===== src/rtl/dcpwm_cfg.svh =====
`ifndef DCPWM_CFG_SVH
`define DCPWM_CFG_SVH
// global register byte offsets
`define DCPWM_START_OFS 8'h00
`define DCPWM_MODE_OFS 8'h04
`define DCPWM_FUNC_OFS 8'h08
`define DCPWM_OUTEN_OFS 8'h0C
`define DCPWM_OUTLVL_OFS 8'h10
`define DCPWM_POL_OFS 8'h14
`define DCPWM_PINCFG_OFS 8'h18
// channel windows and offsets inside one window
`define DCPWM_CH0_BASE 3'h1
`define DCPWM_CH1_BASE 3'h2
`define DCPWM_CTRL_OFS 5'h00
`define DCPWM_STAT_OFS 5'h04
`define DCPWM_CNT_OFS 5'h08
`define DCPWM_GRA_OFS 5'h0C
`define DCPWM_GRB_OFS 5'h10
`define DCPWM_GRC_OFS 5'h14
`define DCPWM_GRD_OFS 5'h18
`define DCPWM_AUX_OFS 5'h1C
// channel register selects
`define DCPWM_SEL_CNT 3'h0
`define DCPWM_SEL_GRA 3'h1
`define DCPWM_SEL_GRB 3'h2
`define DCPWM_SEL_GRC 3'h3
`define DCPWM_SEL_GRD 3'h4
// status and pin configuration bit positions
`define DCPWM_ST_OVF 4
`define DCPWM_ST_UNUSED 5
`define DCPWM_PC_LEVEL 2
`define DCPWM_PC_FLAG 3
// reset values, counter maximum, source and pin function codes
`define DCPWM_GR_RST 16'hFFFF
`define DCPWM_CNT_MAX 16'hFFFF
`define DCPWM_SRC_EXT 3'h5
`define DCPWM_FN_GPIO 2'h0
`define DCPWM_FN_CUTOFF 2'h1
`define DCPWM_FN_INT 2'h2
`endif


===== src/rtl/dcpwm_pkg.sv =====
package dcpwm_pkg;
  // count source code, edge code, pin function code
  typedef logic [2:0] dcpwm_src_t;
  typedef logic [1:0] dcpwm_edge_t;
  typedef logic [1:0] dcpwm_fn_t;
  typedef logic [15:0] dcpwm_cnt_t;
endpackage


===== src/rtl/dcpwm_source.sv =====
`timescale 1ns/1ps
`include "dcpwm_cfg.svh"
// picks one count tick per channel from prescaler taps or external pin
module dcpwm_source (
  input wire logic pclk,
  input wire logic presetn,
  input wire logic [4:0] taps, // f1,f2,f4,f8,f32 enables
  input wire logic ext_rise,
  input wire logic ext_fall,
  input wire logic ext_en,
  input wire dcpwm_pkg::dcpwm_src_t sel,
  input wire dcpwm_pkg::dcpwm_edge_t edge_sel,
  output logic tick
);
  // tap or qualified external edge
  always_comb begin
    tick = 1'b0;
    if (sel < `DCPWM_SRC_EXT) begin
      tick = taps[sel];
    end else if (sel == `DCPWM_SRC_EXT && ext_en) begin
      case (edge_sel)
        2'h0: tick = ext_rise;
        2'h1: tick = ext_fall;
        default: tick = ext_rise | ext_fall;
      endcase
    end
  end

  a_ext_gated: assert property (@(posedge pclk) disable iff (!presetn)
    (sel == `DCPWM_SRC_EXT && !ext_en) |-> !tick)
    else $error("external tick without enable");
endmodule // dcpwm_source


===== src/rtl/dcpwm_channel.sv =====
`timescale 1ns/1ps
`include "dcpwm_cfg.svh"
// one channel: counter, period and change-point registers, three pins
module dcpwm_channel (
  input wire logic pclk,
  input wire logic presetn,
  input wire logic tick,
  input wire logic run,
  input wire logic wr_en,
  input wire logic [2:0] wr_sel,
  input wire logic [15:0] wdata,
  input wire logic bfc,
  input wire logic bfd,
  input wire logic lvl_load,
  input wire logic [2:0] init_lvl,
  input wire logic [2:0] pol,
  output dcpwm_pkg::dcpwm_cnt_t cnt,
  output dcpwm_pkg::dcpwm_cnt_t gra,
  output dcpwm_pkg::dcpwm_cnt_t grb,
  output dcpwm_pkg::dcpwm_cnt_t grc,
  output dcpwm_pkg::dcpwm_cnt_t grd,
  output logic [3:0] match,
  output logic ovf,
  output logic [2:0] pin
);
  dcpwm_pkg::dcpwm_cnt_t cnt_d, gra_d, grb_d, grc_d, grd_d; // next values
  logic [2:0] pin_d; // next pin levels (b,c,d)

  // counting, compares, buffer transfer, then bus writes
  always_comb begin
    cnt_d = cnt;
    gra_d = gra;
    grb_d = grb;
    grc_d = grc;
    grd_d = grd;
    pin_d = pin;
    match = 4'h0;
    ovf = 1'b0;
    if (tick && run) begin
      match[1] = (cnt == grb);
      match[2] = (cnt == grc);
      match[3] = (cnt == grd);
      if (match[1]) pin_d[0] = pol[0];
      if (match[2] && !bfc) pin_d[1] = pol[1];
      if (match[3] && !bfd) pin_d[2] = pol[2];
      if (cnt == gra) begin
        match[0] = 1'b1;
        cnt_d = 16'h0000;
        pin_d = ~pol;
        if (bfc) gra_d = grc;
        if (bfd) grb_d = grd;
      end else begin
        cnt_d = cnt + 16'h0001;
        ovf = (cnt == `DCPWM_CNT_MAX);
      end
    end
    if (wr_en) begin
      case (wr_sel)
        `DCPWM_SEL_CNT: cnt_d = wdata;
        `DCPWM_SEL_GRA: gra_d = wdata;
        `DCPWM_SEL_GRB: grb_d = wdata;
        `DCPWM_SEL_GRC: grc_d = wdata;
        default: grd_d = wdata;
      endcase
    end
    if (lvl_load) pin_d = init_lvl;
  end

  // register stage
  always_ff @(posedge pclk or negedge presetn) begin
    if (!presetn) begin
      cnt <= 16'h0000;
      gra <= `DCPWM_GR_RST;
      grb <= `DCPWM_GR_RST;
      grc <= `DCPWM_GR_RST;
      grd <= `DCPWM_GR_RST;
      pin <= 3'h0;
    end else begin
      cnt <= cnt_d;
      gra <= gra_d;
      grb <= grb_d;
      grc <= grc_d;
      grd <= grd_d;
      pin <= pin_d;
    end
  end

  a_period_clear: assert property (@(posedge pclk) disable iff (!presetn)
    (tick && run && !wr_en && cnt == gra) |=> (cnt == 16'h0000 && pin == ~$past(pol)))
    else $error("period match did not clear counter");
  a_count_step: assert property (@(posedge pclk) disable iff (!presetn)
    (tick && run && !wr_en && cnt != gra) |=> cnt == $past(cnt) + 16'h0001)
    else $error("counter did not advance");
  a_buf_period: assert property (@(posedge pclk) disable iff (!presetn)
    (tick && run && bfc && cnt == gra && !wr_en) |=> gra == $past(grc))
    else $error("period buffer not transferred");
  a_init_level: assert property (@(posedge pclk) disable iff (!presetn)
    lvl_load |=> pin == $past(init_lvl))
    else $error("initial level not driven");
endmodule // dcpwm_channel


===== src/rtl/dcpwm_top.sv =====
`timescale 1ns/1ps
`include "dcpwm_cfg.svh"
// Notes on behaviour
// - one to three pins per channel enabled
// - active level chosen per pin
// - initial level chosen per pin
// - counter readable and writable by software
// - interrupt pin is gpio, cutoff or interrupt
// - period match clears start when select clear
// - level register write drives initial level
// - edge select needs external clock enable
// - edge bits act only for external source
// - flag clears on zero write after one read
// - status bit five unused, written zero
// - C and D flags set even when buffering
// - filter and io control registers inert
// - register A sets the period
// - B, C, D registers set change points
// - buffered C feeds A at period match
// - buffered D feeds B at period match
// - counter steps on selected source edge
module dcpwm_top #(
  parameter int PRE_W = 5 // prescaler width, f32 needs five bits
) (
  input wire logic pclk,
  input wire logic presetn,
  input wire logic psel,
  input wire logic penable,
  input wire logic pwrite,
  input wire logic [11:0] paddr,
  input wire logic [31:0] pwdata,
  output logic [31:0] prdata,
  output logic pready,
  output logic pslverr,
  input wire logic ext_clk_pin, // external count clock pin
  input wire logic ext_int_pin, // gpio, cutoff or interrupt pin
  output logic [5:0] pwm_pin_o, // b0,c0,d0,b1,c1,d1
  output logic [5:0] pwm_pin_oe_n // low while the pin is driven
);
  // control registers
  logic [1:0] start_q, start_d; // count start per channel
  logic [1:0] stop_sel_q, stop_sel_d; // 1: software stop, 0: stop at period match
  logic [3:0] buf_q, buf_d; // {bfd1,bfc1,bfd0,bfc0}
  logic ext_en_q, ext_en_d; // external clock input enable
  logic [5:0] outen_q, outen_d; // waveform output per pin
  logic [5:0] init_q, init_d; // initial level per pin
  logic [5:0] pol_q, pol_d; // active level per pin
  dcpwm_pkg::dcpwm_fn_t fn_q, fn_d; // interrupt pin function
  logic int_flag_q, int_flag_d; // interrupt pin edge seen
  logic [4:0] ctrl_q [2], ctrl_d [2]; // {edge[1:0], source[2:0]}
  logic [7:0] aux_q [2], aux_d [2]; // filter and io control, no effect
  logic [4:0] stat_q [2], stat_d [2]; // ovf,imfd,imfc,imfb,imfa
  logic [4:0] armed_q [2], armed_d [2]; // flags read back as 1
  // bus answer and pins
  logic pready_d;
  logic [31:0] prdata_d;
  logic pslverr_d;
  logic [5:0] pin_d, oe_n_d;
  logic lvl_load; // output level register written this cycle
  // synchronisers and prescaler
  logic [2:0] ext_s_q; // external clock: two sync stages plus history
  logic [2:0] int_s_q; // interrupt pin: two sync stages plus history
  logic [PRE_W-1:0] pre_q;
  logic [4:0] taps;
  // channel wiring
  logic [1:0] tick;
  logic [1:0] ch_wr;
  logic [2:0] ch_sel;
  dcpwm_pkg::dcpwm_cnt_t cnt [2], gra [2], grb [2], grc [2], grd [2];
  logic [3:0] match [2];
  logic [1:0] ovf;
  logic [2:0] ch_pin [2];
  logic access, wr, rd; // completing access phase
  logic [7:0] ofs;
  logic [31:0] rdv;
  logic hit;

  // channel window for an address, 0 when global space
  function automatic logic [2:0] win_of(input logic [7:0] a);
    return a[7:5];
  endfunction

  // channel register select from offset inside its window
  function automatic logic [2:0] sel_of(input logic [4:0] o);
    return 3'(o[4:2] - 3'h2);
  endfunction

  assign access = psel && penable && pready;
  assign wr = access && pwrite;
  assign rd = access && !pwrite;
  assign ofs = paddr[7:0];
  assign ch_sel = sel_of(ofs[4:0]);
  assign taps = {&pre_q[4:0], &pre_q[2:0], &pre_q[1:0], pre_q[0], 1'b1};

  // read mux and address decode
  always_comb begin
    rdv = 32'h0000_0000;
    hit = (paddr[11:8] == 4'h0);
    ch_wr = 2'h0;
    if (ofs == `DCPWM_START_OFS) begin
      rdv[3:0] = {stop_sel_q, start_q};
    end else if (ofs == `DCPWM_MODE_OFS) begin
      rdv[3:0] = buf_q;
    end else if (ofs == `DCPWM_FUNC_OFS) begin
      rdv[0] = ext_en_q;
    end else if (ofs == `DCPWM_OUTEN_OFS) begin
      rdv[5:0] = outen_q;
    end else if (ofs == `DCPWM_OUTLVL_OFS) begin
      rdv[5:0] = init_q;
    end else if (ofs == `DCPWM_POL_OFS) begin
      rdv[5:0] = pol_q;
    end else if (ofs == `DCPWM_PINCFG_OFS) begin
      rdv[3:0] = {int_flag_q, int_s_q[1], fn_q};
    end else if (win_of(ofs) == `DCPWM_CH0_BASE || win_of(ofs) == `DCPWM_CH1_BASE) begin
      for (int c = 0; c < 2; c++) begin
        if (win_of(ofs) == 3'(c + 1)) begin
          if (ofs[4:0] == `DCPWM_CTRL_OFS) rdv[4:0] = ctrl_q[c];
          else if (ofs[4:0] == `DCPWM_STAT_OFS) rdv[4:0] = stat_q[c];
          else if (ofs[4:0] == `DCPWM_CNT_OFS) rdv[15:0] = cnt[c];
          else if (ofs[4:0] == `DCPWM_GRA_OFS) rdv[15:0] = gra[c];
          else if (ofs[4:0] == `DCPWM_GRB_OFS) rdv[15:0] = grb[c];
          else if (ofs[4:0] == `DCPWM_GRC_OFS) rdv[15:0] = grc[c];
          else if (ofs[4:0] == `DCPWM_GRD_OFS) rdv[15:0] = grd[c];
          else rdv[7:0] = aux_q[c];
          ch_wr[c] = wr && hit && ofs[4:0] >= `DCPWM_CNT_OFS && ofs[4:0] <= `DCPWM_GRD_OFS;
        end
      end
    end else begin
      hit = 1'b0; // unmapped offset
    end
  end

  // next state for control, flags, bus answer and pins
  always_comb begin
    start_d = start_q;
    stop_sel_d = stop_sel_q;
    buf_d = buf_q;
    ext_en_d = ext_en_q;
    outen_d = outen_q;
    init_d = init_q;
    pol_d = pol_q;
    fn_d = fn_q;
    int_flag_d = int_flag_q;
    ctrl_d = ctrl_q;
    aux_d = aux_q;
    stat_d = stat_q;
    armed_d = armed_q;
    lvl_load = 1'b0;
    // one wait state, then answer from flip-flops
    pready_d = psel && penable && !pready;
    prdata_d = pready_d && !pwrite && hit ? rdv : 32'h0000_0000; // unmapped reads 0
    pslverr_d = pready_d && !hit;
    if (wr && hit) begin
      if (ofs == `DCPWM_START_OFS) begin
        start_d = pwdata[1:0];
        stop_sel_d = pwdata[3:2];
      end else if (ofs == `DCPWM_MODE_OFS) begin
        buf_d = pwdata[3:0];
      end else if (ofs == `DCPWM_FUNC_OFS) begin
        ext_en_d = pwdata[0];
      end else if (ofs == `DCPWM_OUTEN_OFS) begin
        outen_d = pwdata[5:0];
      end else if (ofs == `DCPWM_OUTLVL_OFS) begin
        init_d = pwdata[5:0];
        lvl_load = 1'b1;
      end else if (ofs == `DCPWM_POL_OFS) begin
        pol_d = pwdata[5:0];
      end else if (ofs == `DCPWM_PINCFG_OFS) begin
        fn_d = pwdata[1:0];
        if (!pwdata[`DCPWM_PC_FLAG]) int_flag_d = 1'b0;
      end
    end
    for (int c = 0; c < 2; c++) begin
      if (hit && access && win_of(ofs) == 3'(c + 1)) begin
        if (ofs[4:0] == `DCPWM_CTRL_OFS && pwrite) ctrl_d[c] = pwdata[4:0];
        if (ofs[4:0] == `DCPWM_AUX_OFS && pwrite) aux_d[c] = pwdata[7:0];
        if (ofs[4:0] == `DCPWM_STAT_OFS) begin
          if (pwrite) begin
            stat_d[c] = stat_q[c] & ~(armed_q[c] & ~pwdata[4:0]);
            armed_d[c] = 5'h00;
          end else if (rd) begin
            armed_d[c] = stat_q[c];
          end
        end
      end
      stat_d[c] = stat_d[c] | {ovf[c], match[c]};
      if (match[c][0] && !stop_sel_q[c]) start_d[c] = 1'b0;
    end
    if (fn_q == `DCPWM_FN_INT && int_s_q[2] && !int_s_q[1]) int_flag_d = 1'b1;
    // cutoff forces inactive level while the pin is low
    for (int i = 0; i < 6; i++) begin
      pin_d[i] = ch_pin[i / 3][i % 3];
      if (fn_q == `DCPWM_FN_CUTOFF && !int_s_q[1]) pin_d[i] = ~pol_q[i];
      oe_n_d[i] = !outen_q[i];
    end
  end

  // register stage
  always_ff @(posedge pclk or negedge presetn) begin
    if (!presetn) begin
      start_q <= 2'h0;
      stop_sel_q <= 2'h0;
      buf_q <= 4'h0;
      ext_en_q <= 1'b0;
      outen_q <= 6'h00;
      init_q <= 6'h00;
      pol_q <= 6'h00;
      fn_q <= `DCPWM_FN_GPIO;
      int_flag_q <= 1'b0;
      ctrl_q <= '{default: 5'h00};
      aux_q <= '{default: 8'h00};
      stat_q <= '{default: 5'h00};
      armed_q <= '{default: 5'h00};
      pready <= 1'b0;
      prdata <= 32'h0000_0000;
      pslverr <= 1'b0;
      pwm_pin_o <= 6'h00;
      pwm_pin_oe_n <= 6'h3F;
      ext_s_q <= 3'h0;
      int_s_q <= 3'h7;
      pre_q <= '0;
    end else begin
      start_q <= start_d;
      stop_sel_q <= stop_sel_d;
      buf_q <= buf_d;
      ext_en_q <= ext_en_d;
      outen_q <= outen_d;
      init_q <= init_d;
      pol_q <= pol_d;
      fn_q <= fn_d;
      int_flag_q <= int_flag_d;
      ctrl_q <= ctrl_d;
      aux_q <= aux_d;
      stat_q <= stat_d;
      armed_q <= armed_d;
      pready <= pready_d;
      prdata <= prdata_d;
      pslverr <= pslverr_d;
      pwm_pin_o <= pin_d;
      pwm_pin_oe_n <= oe_n_d;
      ext_s_q <= {ext_s_q[1:0], ext_clk_pin};
      int_s_q <= {int_s_q[1:0], ext_int_pin};
      pre_q <= pre_q + 1'b1;
    end
  end

  // per-channel source select and waveform engine
  for (genvar c = 0; c < 2; c++) begin : g_ch
    dcpwm_source u_src (
      .pclk(pclk),
      .presetn(presetn),
      .taps(taps),
      .ext_rise(ext_s_q[1] && !ext_s_q[2]),
      .ext_fall(!ext_s_q[1] && ext_s_q[2]),
      .ext_en(ext_en_q),
      .sel(ctrl_q[c][2:0]),
      .edge_sel(ctrl_q[c][4:3]),
      .tick(tick[c])
    );
    dcpwm_channel u_ch (
      .pclk(pclk),
      .presetn(presetn),
      .tick(tick[c]),
      .run(start_q[c]),
      .wr_en(ch_wr[c]),
      .wr_sel(ch_sel),
      .wdata(pwdata[15:0]),
      .bfc(buf_q[2 * c]),
      .bfd(buf_q[2 * c + 1]),
      .lvl_load(lvl_load),
      .init_lvl(init_d[3 * c +: 3]),
      .pol(pol_q[3 * c +: 3]),
      .cnt(cnt[c]),
      .gra(gra[c]),
      .grb(grb[c]),
      .grc(grc[c]),
      .grd(grd[c]),
      .match(match[c]),
      .ovf(ovf[c]),
      .pin(ch_pin[c])
    );
  end

  a_stop_match: assert property (@(posedge pclk) disable iff (!presetn)
    (match[0][0] && !stop_sel_q[0] && !wr) |=> !start_q[0])
    else $error("channel 0 kept counting after period match");
  a_ovf_flag: assert property (@(posedge pclk) disable iff (!presetn)
    ovf[1] |=> stat_q[1][`DCPWM_ST_OVF])
    else $error("overflow flag not set");
  a_flag_keep: assert property (@(posedge pclk) disable iff (!presetn)
    (wr && ofs == {`DCPWM_CH0_BASE, `DCPWM_STAT_OFS} && pwdata[0] && stat_q[0][0])
      |=> stat_q[0][0])
    else $error("writing 1 cleared a flag");
  a_unused_zero: assert property (@(posedge pclk) disable iff (!presetn)
    $rose(pready) && !pwrite && ofs[4:0] == `DCPWM_STAT_OFS && win_of(ofs) != 3'h0
      |-> prdata[`DCPWM_ST_UNUSED] == 1'b0)
    else $error("unused status bit read as one");
  a_pin_follow: assert property (@(posedge pclk) disable iff (!presetn)
    (fn_q == `DCPWM_FN_GPIO && outen_q[0]) ##1 (fn_q == `DCPWM_FN_GPIO)
      |-> pwm_pin_o[0] == $past(ch_pin[0][0]) && !pwm_pin_oe_n[0])
    else $error("enabled pin not driven by channel");
endmodule // dcpwm_top


===== config.mk =====
export PLATFORM = sky130hd
export DESIGN_NAME = dcpwm_top
export DESIGN_NICKNAME = d
export VERILOG_FILES = /design/src/rtl/dcpwm_pkg.sv /design/src/rtl/dcpwm_source.sv /design/src/rtl/dcpwm_channel.sv /design/src/rtl/dcpwm_top.sv
export VERILOG_INCLUDE_DIRS = /design/src /design/src/rtl
export SDC_FILE = /design/constraint.sdc
export NUM_CORES = 1
export LEC_CHECK = 0
export ABC_AREA = 1
export BUFFER_PORTS_ARGS = -buffer_cell sky130_fd_sc_hd__buf_2
export CORE_ASPECT_RATIO = 0.9
export CORE_UTILIZATION = 60
export CTS_CLUSTER_DIAMETER = 50
export DETAILED_ROUTE_END_ITERATION = 7
export PLACE_DENSITY_LB_ADDON = 0.12
export SLEW_MARGIN = 20
export SYNTH_ARGS = -nofsm -noshare
export SYNTH_HDL_FRONTEND = slang
export SYNTH_SLANG_ARGS = --single-unit

===== constraint.sdc =====
create_clock -name pclk -period 3.55 [get_ports pclk]
set_clock_uncertainty 0.2 [all_clocks]
set_input_delay 0.355 -clock pclk [delete_from_list [all_inputs] [get_ports pclk]]
set_output_delay 0.355 -clock pclk [all_outputs]
set_load 0.01 [all_outputs]

==> reports/results.env, run 1 <==
P_LEAK_nW=8.98
AREAGROWTHSYNTHTOFINISH_PCT=11.5
WORST_HOLD_PATH.NUM_CELLS=5
CRITICAL-PATH-MAX-STAGE-DELAY_PS=690
WORSTPATHREQUIRED_PS=3780
CRITICAL_PATH_CELL_COUNT=10
FINAL_UTIL_PCT=68.5
YOSYSWARNINGS=0
GR-USAGE-ALL-LAYERS_PCT=41.2
RSZ_0062_RAISED_AFTER_GLOBAL_ROUTING='no'
DIE-WIDTH_UM=181
DETAILROUTE.VIA_COUNT=17300
GRT_FIRST_PASS_WIRELENGTH_UM=92800
MAX_FREQ_MHz=302
CLOCK-SINKS=283
YS_SEQ_AREA_SHARE_PCT=41.9
CRITICAL_PATH.CELL_CHAIN='inv_2, nand2_1, nand4_1, nor4_1, nand2_1, nor2_4, nand2_2, o21ai_0, nand2_1, o21ai_0'
CRITPATHLAUNCHTYPE='register'
CTSHOLDBUFFERS=19
FINAL.PERIOD_UTILIZATION_PCT=93.1
CTS.HTREE.LEVELS=2
FIN_CELLS=2896
CRIT_FANOUT=28
GLOBALPLACE.CONGESTION=1.03
SYNTH.TOP_CELL.AREA_SHARE_PCT=21.1
CTS_MADE_BUFFERS=35
MAPPEDNETLISTAREA_MM2=0.0173
WL_PER_CELL_UM=20.5
YOSYS.CELL_COUNT.TOP_TYPE='sky130_fd_sc_hd__nand2_1'
YS_FF_LATCH=283
PORTBUFFERS=64
MIN-DELAY-PATH-CLASS='in2reg'
FRACTION_OF_LAYOUT_CELLS_WITH_A_SIZE_SUFFIX_ABOVE_1_PCT=14.6
GRT_START_MAX_NET_PINS=102
CRIT_BUF_INV=1
ASYNCSETRESETFLOPFRACSYNTH_PCT=100
MAX_CAP_VIOLATIONS=0
CRITICAL-PATH-TOP-CELL-BY-COUNT='sky130_fd_sc_hd__nand2_1'
INSERTEDDIODECOUNT=0
DIE-AREA_MM2=0.0295
MULTIINPUTGATEAREA_MM2=0.00841
DRC=0
DPL.CELL_COUNT=2814
FINALWORSTPATHREQUIREDPERIOD_PS=3310
FIRST_GLOBAL_VIAS=16000
RUN_STATUS='finished clean'
SLOWEST_STAGE='sky130_fd_sc_hd__nor4_1'
VDD_IR_DROP_MAX_mV=0.566
WORST_REG_TO_REG_PATH_CELL_COUNT=10
ANTENNA_LEFT=0
PLACE.DETAILED.HPWL_UM=42600
CORE.ROWCOUNT=58
PIN_COUNT=97
TIMING.SETUP.CRITICAL_PATH_CLASS='reg2reg'
SEQCELLAREA_MM2=0.00725
FILLER_CELL_COUNT=2491
SYN_AVG_CELL_AREA_UM2=7.02
DETAILEDROUTE.FIRSTITERATIONVIOLATIONS=2565
SETUP.WORST_PATH.END_CLASS='register'
CTS_SETUP_BUFFERS=0
INITIAL_CORE_UTIL_PCT=61.5
FIN_NETS=2570
POST_CTS_RESIZE_COUNT=0
CTS_TREE='yes'
SYNTH_CELL_TYPE_COUNT=49
SYNTHTOPCELLSBYAREA='sky130_fd_sc_hd__dfrtp_1 (21%), sky130_fd_sc_hd__dfstp_2 (21%), sky130_fd_sc_hd__nand2_1 (17%)'
CTS.REPORTEDPATHS.CLKPINSLEW_PS=60
GR-TOTAL-OVERFLOW=0
TIMING.SETUP.TNS_PS=0
SLEW_VIOL_FINAL=0
CLOCK_PATH_BUFFERS=3
ANTENNA_FOUND_INITIAL=0
REPORT.FINAL.HOLD_VIOL_COUNT=0
INSERTION_DELAY_OF_THE_LATER_CLOCKED_PIN_IN_THE_WORST_SKEW_PAIR_PS=540
CP_ARRIVAL_PS=3530
ROOT_BUFFER='sky130_fd_sc_hd__clkbuf_16'
VIAS_PER_CELL=5.99
SYNTH_FLOP_CELL='sky130_fd_sc_hd__dfrtp_1'
CORE_REGION_AREA_MM2=0.0282
SYNTH_ENABLE_FLOP_CELLS=0
MAX_SLEW.WORST_PIN.SLEW_PS=1020
FINAL-SETUP-VIOL-COUNT=0
SYNTH_TOP_CELLS_BY_COUNT='sky130_fd_sc_hd__nand2_1 (806), sky130_fd_sc_hd__inv_1 (248), sky130_fd_sc_hd__o21ai_0 (182), sky130_fd_sc_hd__nor2_1 (166), sky130_fd_sc_hd__dfrtp_1 (146)'
MAX_SLEW_MARGIN_PCT=32.1
SYNTH_TOP_AREA_CELL='sky130_fd_sc_hd__dfrtp_1'
POST_SYNTH_INST_COUNT=2465
POWER_DENSITY_OVER_CELL_AREA_mW_PER_MM2=383
DIE-HEIGHT_UM=163
ROUTED_WL_UM=59400
CELL_FAMILY_WITH_MOST_CP_DELAY='simple AND/OR/NAND/NOR gates'
FIRSTDRTPASSITERS=7
[final cells by class]
class / instances / area share [%]
clock buffers: 47 / 5.04
clock inverters: 16 / 1.20
inverters: 287 / 5.58
multi-input cells: 1776 / 43.6
flip-flops and latches: 283 / 37.6
well taps: 360 / 2.33
repair buffers: 127 / 4.67
[worst reg2reg max path, cell delays in order, from the launching register on]
cell and delay, ps:
sky130_fd_sc_hd__dfrtp_1 570, sky130_fd_sc_hd__inv_2 180, sky130_fd_sc_hd__nand2_1 100, sky130_fd_sc_hd__nand4_1 110, sky130_fd_sc_hd__nor4_1 690, sky130_fd_sc_hd__nand2_1 230, sky130_fd_sc_hd__nor2_4 190, sky130_fd_sc_hd__nand2_2 380
sky130_fd_sc_hd__o21ai_0 340, sky130_fd_sc_hd__nand2_1 100, sky130_fd_sc_hd__o21ai_0 130
[kinds of logic after synthesis]
kind of cell	Yosys count	synth area share, %
AOI/OAI and AO/OA	452	14.1
xor gates and xnor gates	71	3.59
adders and majority gates	9	0.651
buffers and inverters	421	9.90
DFF	283	41.9
muxes	1	0.0578
other	1	0.0217
and+or+nand+nor	1227	29.8
[metrics by stage]
stage	setup slack, ps	hold WS (ps)	total power [mW]	instance area [um2]
2_1_floorplan	1180	-141	3.47	17400
3_3_place_gp	471	137	3.65	17900
3_5_place_dp	346	155	3.65	17900
4_1_cts	462	5.05	7.41	19300
5_1_grt	221	54.6	7.58	19300
6_report	244	25.5	7.40	19300
[metal layers]
| metal | share of wire (%) | vias to the layer above | GRT usage (%) | wire length, um |
|---|---|---|---|---|
| li1 | - | 7992 | - | - |
| met1 | 42 | 8132 | 59.3 | 24700 |
| met2 | 43 | 1070 | 61.0 | 25600 |
| met3 | 12 | 143 | 8.87 | 7170 |
| met4 | 3.2 | 0 | 14.9 | 1920 |
| met5 | 0 | - | 0 | 0 |
[power by group]
part | internal (mW) | switching (mW)
logic | 0.0906 | 0.286
clock network | 2.31 | 1.46
registers | 3.24 | 0.00622
[state kept, by name (all words and copies together) (netlist names), 10 cells and up]
signal         flops
g_ch.u_ch.gra     32
g_ch.u_ch.cnt     32
ctrl_q            10
armed_q           10
g_ch.u_ch.grd     32
prdata            16
stat_q            10
g_ch.u_ch.grc     32
g_ch.u_ch.grb     32
aux_q             16
[final timing paths]
| kind | startpoint | end | slack, ps |
|---|---|---|---|
| min in group asynchronous | presetn | outen_q[2] | 270 |
| max in group asynchronous | presetn | g_ch[0].u_ch.grb[9] | 1920 |
| min reg2reg | ext_s_q[0] | ext_s_q[1] | 160 |
| min | pwdata[15] | g_ch[0].u_ch.cnt[15] | 30 |
| max reg2reg | g_ch[1].u_ch.cnt[12] | g_ch[1].u_ch.grb[1] | 240 |
| max | g_ch[1].u_ch.cnt[12] | g_ch[1].u_ch.grb[1] | 240 |
[layout by cell type (no fill, tap or decap), drive strengths merged]
cell type	n
a31oi	8
nor3b	2
or2	8
conb	16
bufinv	5
a22o	2
o2bb2ai	1
o2111ai	1
a211oi	1
nand4	48
xnor2	31
clkbuf	47
ha	9
a221oi	2
dfstp	137
buf	108
nor2	180
dfrtp	146
o311ai	1
o21ai	228
o22ai	67
inv	287
dlygate4sd3	19
nand2	810
a21oi	118
clkinv	9
nor4	14
nand3b	8
clkinvlp	2
a22oi	2
o221ai	1
mux2i	1
xor2	40
nand2b	1
o211ai	12
nor3	37
nand3	119
a21boi	1
o31ai	7
Power figures use the tool's default switching activity.
==> run 2, diff against run 1 <==
--- a/config.mk
+++ b/config.mk
@@ -13,6 +13,7 @@
 export CTS_CLUSTER_DIAMETER = 50
 export DETAILED_ROUTE_END_ITERATION = 7
 export PLACE_DENSITY_LB_ADDON = 0.12
+export RECOVER_POWER = 50
 export SLEW_MARGIN = 20
 export SYNTH_ARGS = -nofsm -noshare
 export SYNTH_HDL_FRONTEND = slang
==> run 2 against run 1 <==
Compared with the run above: the run now ends with capacitance limit, slew limit left; clock power barely moved; core utilization fell by 0.28 points; final cell count unchanged; wire length barely moved; critical endpoint unchanged.
==> reports/results.env, run 2 (synthesis results as in run 1) <==
FINALWORSTPATHREQUIREDPERIOD_PS=3260  # -48.2 ps
WORSTPATHREQUIRED_PS=3780  # about the same
SLEW_VIOL_FINAL=37  # +37
CTS.REPORTEDPATHS.CLKPINSLEW_PS=60  # about the same
DIE-HEIGHT_UM=163  # unchanged
GLOBALPLACE.CONGESTION=1.03  # unchanged
FAILED_CHECKS='capacitance limit, slew limit'
POWER.INTERNAL_mW=5.64  # -0.11%
DRC=0  # unchanged
MIN-DELAY-PATH-CLASS='in2reg'
POST-ROUTE-CELL-AREA_MM2=0.0192  # -0.42%
FIN_CELLS=2896  # unchanged
ANTENNA_FOUND_INITIAL=0  # unchanged
GR-TOTAL-OVERFLOW=0  # unchanged
CORE.ROWCOUNT=58  # unchanged
TIMING.SETUP.TNS_PS=0  # unchanged
GRT_START_MAX_NET_PINS=102  # unchanged
PIN_COUNT=97  # unchanged
CLOCK-SINKS=283  # unchanged
CORE_REGION_AREA_MM2=0.0282  # unchanged
SETUP.WORST_PATH.END_CLASS='register'
INSERTEDDIODECOUNT=0  # unchanged
AREAGROWTHSYNTHTOFINISH_PCT=11.0
MAX_SLEW.WORST_PIN.SLEW_PS=1660  # +646 ps
INITIAL_CORE_UTIL_PCT=61.5  # unchanged
CP_ARRIVAL_PS=3490  # -40 ps
CTSHOLDBUFFERS=19  # unchanged
ROUTED_WL_UM=59300  # about the same
POST_CTS_RESIZE_COUNT=0  # unchanged
TIMING.SETUP.CRITICAL_PATH_CLASS='reg2reg'
FINAL-SETUP-VIOL-COUNT=0  # unchanged
GR-USAGE-ALL-LAYERS_PCT=41.2  # unchanged
CRITPATHLAUNCHTYPE='register'
DETAILED_PLACE.AREA_MM2=0.0179  # unchanged
CTS.HTREE.LEVELS=2  # unchanged
POWER_SWITCHING_SHARE_PCT=23.7  # about the same
P_LEAK_nW=8.86  # -1.4%
HOLDWS_PS=36.5  # +10.9 ps
VDD_IR_DROP_MAX_mV=0.566  # about the same
DIE-AREA_MM2=0.0295  # unchanged
ROOT_BUFFER='sky130_fd_sc_hd__clkbuf_16'
DPL.CELL_COUNT=2814  # unchanged
CRIT_PATH_END='g_ch[1].u_ch.grb[1]'
WORSTSETUPSTARTPOINT='g_ch[1].u_ch.cnt[12]'
P_SEQ_SHARE_PCT=44.0  # about the same
WORST_REG_TO_REG_PATH_CELL_COUNT=10  # unchanged
WL_PER_CELL_UM=20.5  # about the same
PLACE.DETAILED.HPWL_UM=42600  # unchanged
PWR-SHARE-COMB_PCT=5.0  # about the same
ANTENNA_LEFT=0  # unchanged
CRITICAL_PATH.REG2REG.STARTPOINT='g_ch[1].u_ch.cnt[12]'
CTS_MADE_BUFFERS=35  # unchanged
FRACTION_OF_LAYOUT_CELLS_WITH_A_SIZE_SUFFIX_ABOVE_1_PCT=13.2  # -1.3 points
WORST_HOLD_PATH.NUM_CELLS=5  # unchanged
RSZ_0062_RAISED_AFTER_GLOBAL_ROUTING='no'
CRIT_FANOUT=28  # unchanged
DETAILEDROUTE.FIRSTITERATIONVIOLATIONS=2495  # -2.7%
DETAILROUTE.VIA_COUNT=17300  # -0.24%
MAX_SLEW_MARGIN_PCT=-10.9  # -43 points
VIAS_PER_CELL=5.97  # -0.24%
FINAL.PERIOD_UTILIZATION_PCT=91.8  # -1.4 points
POWER_DENSITY_OVER_CELL_AREA_mW_PER_MM2=384  # +0.28%
CTS_SETUP_BUFFERS=0  # unchanged
FIRST_GLOBAL_VIAS=16000  # unchanged
FIN_NETS=2570  # unchanged
POWER.CLOCK.FRACTION_PCT=51.0  # about the same
REPORT.FINAL.HOLD_VIOL_COUNT=0  # unchanged
WORST_R2R_ENDPOINT='g_ch[1].u_ch.grb[1]'
NET-SWITCHING-POWER_mW=1.75  # -0.20%
GRT_FIRST_PASS_WIRELENGTH_UM=92800  # unchanged
P_TOTAL_mW=7.39  # -0.13%
CLOCK_PATH_BUFFERS=3  # unchanged
MAX_CAP_VIOLATIONS=1  # +1
LAYOUT_COMMON_CELLS='sky130_fd_sc_hd__nand2_1 (806), sky130_fd_sc_hd__inv_1 (248), sky130_fd_sc_hd__o21ai_0 (182)'
FIRSTDRTPASSITERS=6  # -1
PORTBUFFERS=64  # unchanged
MOSTFREQUENTLAYOUTCELL='sky130_fd_sc_hd__nand2_1'
INSERTION_DELAY_OF_THE_LATER_CLOCKED_PIN_IN_THE_WORST_SKEW_PAIR_PS=530  # about the same
CTS_TREE='yes'
DIE-WIDTH_UM=181  # unchanged
R2R_SETUP_SLACK_PS=290  # +50 ps
MAX_FREQ_MHz=307  # +1.5%
RUN_STATUS='finished, violations left'
==> run 2: cell types whose count changed in the layout (fill, tap and decap cells not counted), sizes merged <==
cell | before | now
clkbuf | 47 | 81
buf | 108 | 73
dlymetal6s4s | 0 | 1
==> run 2: per-stage QoR <==
stage	setup slack, ps	utilization (%)
floorplan	1180	-
global placement	471	63.6
detailed placement	346	63.6
CTS	462	68.5
global route	221	68.3
finish	292	68.3
==> run 2: final cells by class <==
cell class	count	area [um2]
multi-input combinational	1776	8410
clock inverter	16	231
fill	2512	8940
tap	360	450
clock buffer	47	973
timing repair buffer	127	821
sequential	283	7250
inverter	287	1080
==> run 2: how the worst min path moves through the flow <==
stage               start              endpoint  slack [ps]
2_1_floorplan     presetn            armed_q[0]        -140
3_3_place_gp   ext_s_q[0]            ext_s_q[1]         140
3_5_place_dp   int_s_q[0]            int_s_q[1]         150
4_1_cts        pwdata[15]  g_ch[0].u_ch.cnt[15]           5
5_1_grt        pwdata[13]  g_ch[1].u_ch.cnt[13]          50
6_report       pwdata[13]  g_ch[1].u_ch.cnt[13]          40
==> run 2: power by group through the flow <==
stage / Sequential, mW / Clock [mW] / Combinational, mW
floorplan: 3.30 / 0 / 0.167
global placement: 3.30 / 0 / 0.345
detailed placement: 3.30 / 0 / 0.349
CTS: 3.25 / 3.79 / 0.367
global route: 3.25 / 3.92 / 0.400
finish: 3.25 / 3.77 / 0.368
==> run 2: worst max-delay path, stage by stage, from the launching register on <==
cell and delay [ps]:
sky130_fd_sc_hd__dfrtp_1 580, sky130_fd_sc_hd__inv_2 180, sky130_fd_sc_hd__nand2_1 100, sky130_fd_sc_hd__nand4_1 110, sky130_fd_sc_hd__nor4_1 670, sky130_fd_sc_hd__nand2_1 220, sky130_fd_sc_hd__nor2_4 180, sky130_fd_sc_hd__nand2_2 370
sky130_fd_sc_hd__o21ai_0 330, sky130_fd_sc_hd__nand2_1 110, sky130_fd_sc_hd__o21ai_0 120
==> run 2: metal layers <==
metal	GRT usage [%]	share of wire, %	up-vias
met5	0	0	-
met4	14.9	3.6	0
met3	8.87	12	164
met2	61.0	43	1023
met1	59.3	41	8100
li1	-	-	8009
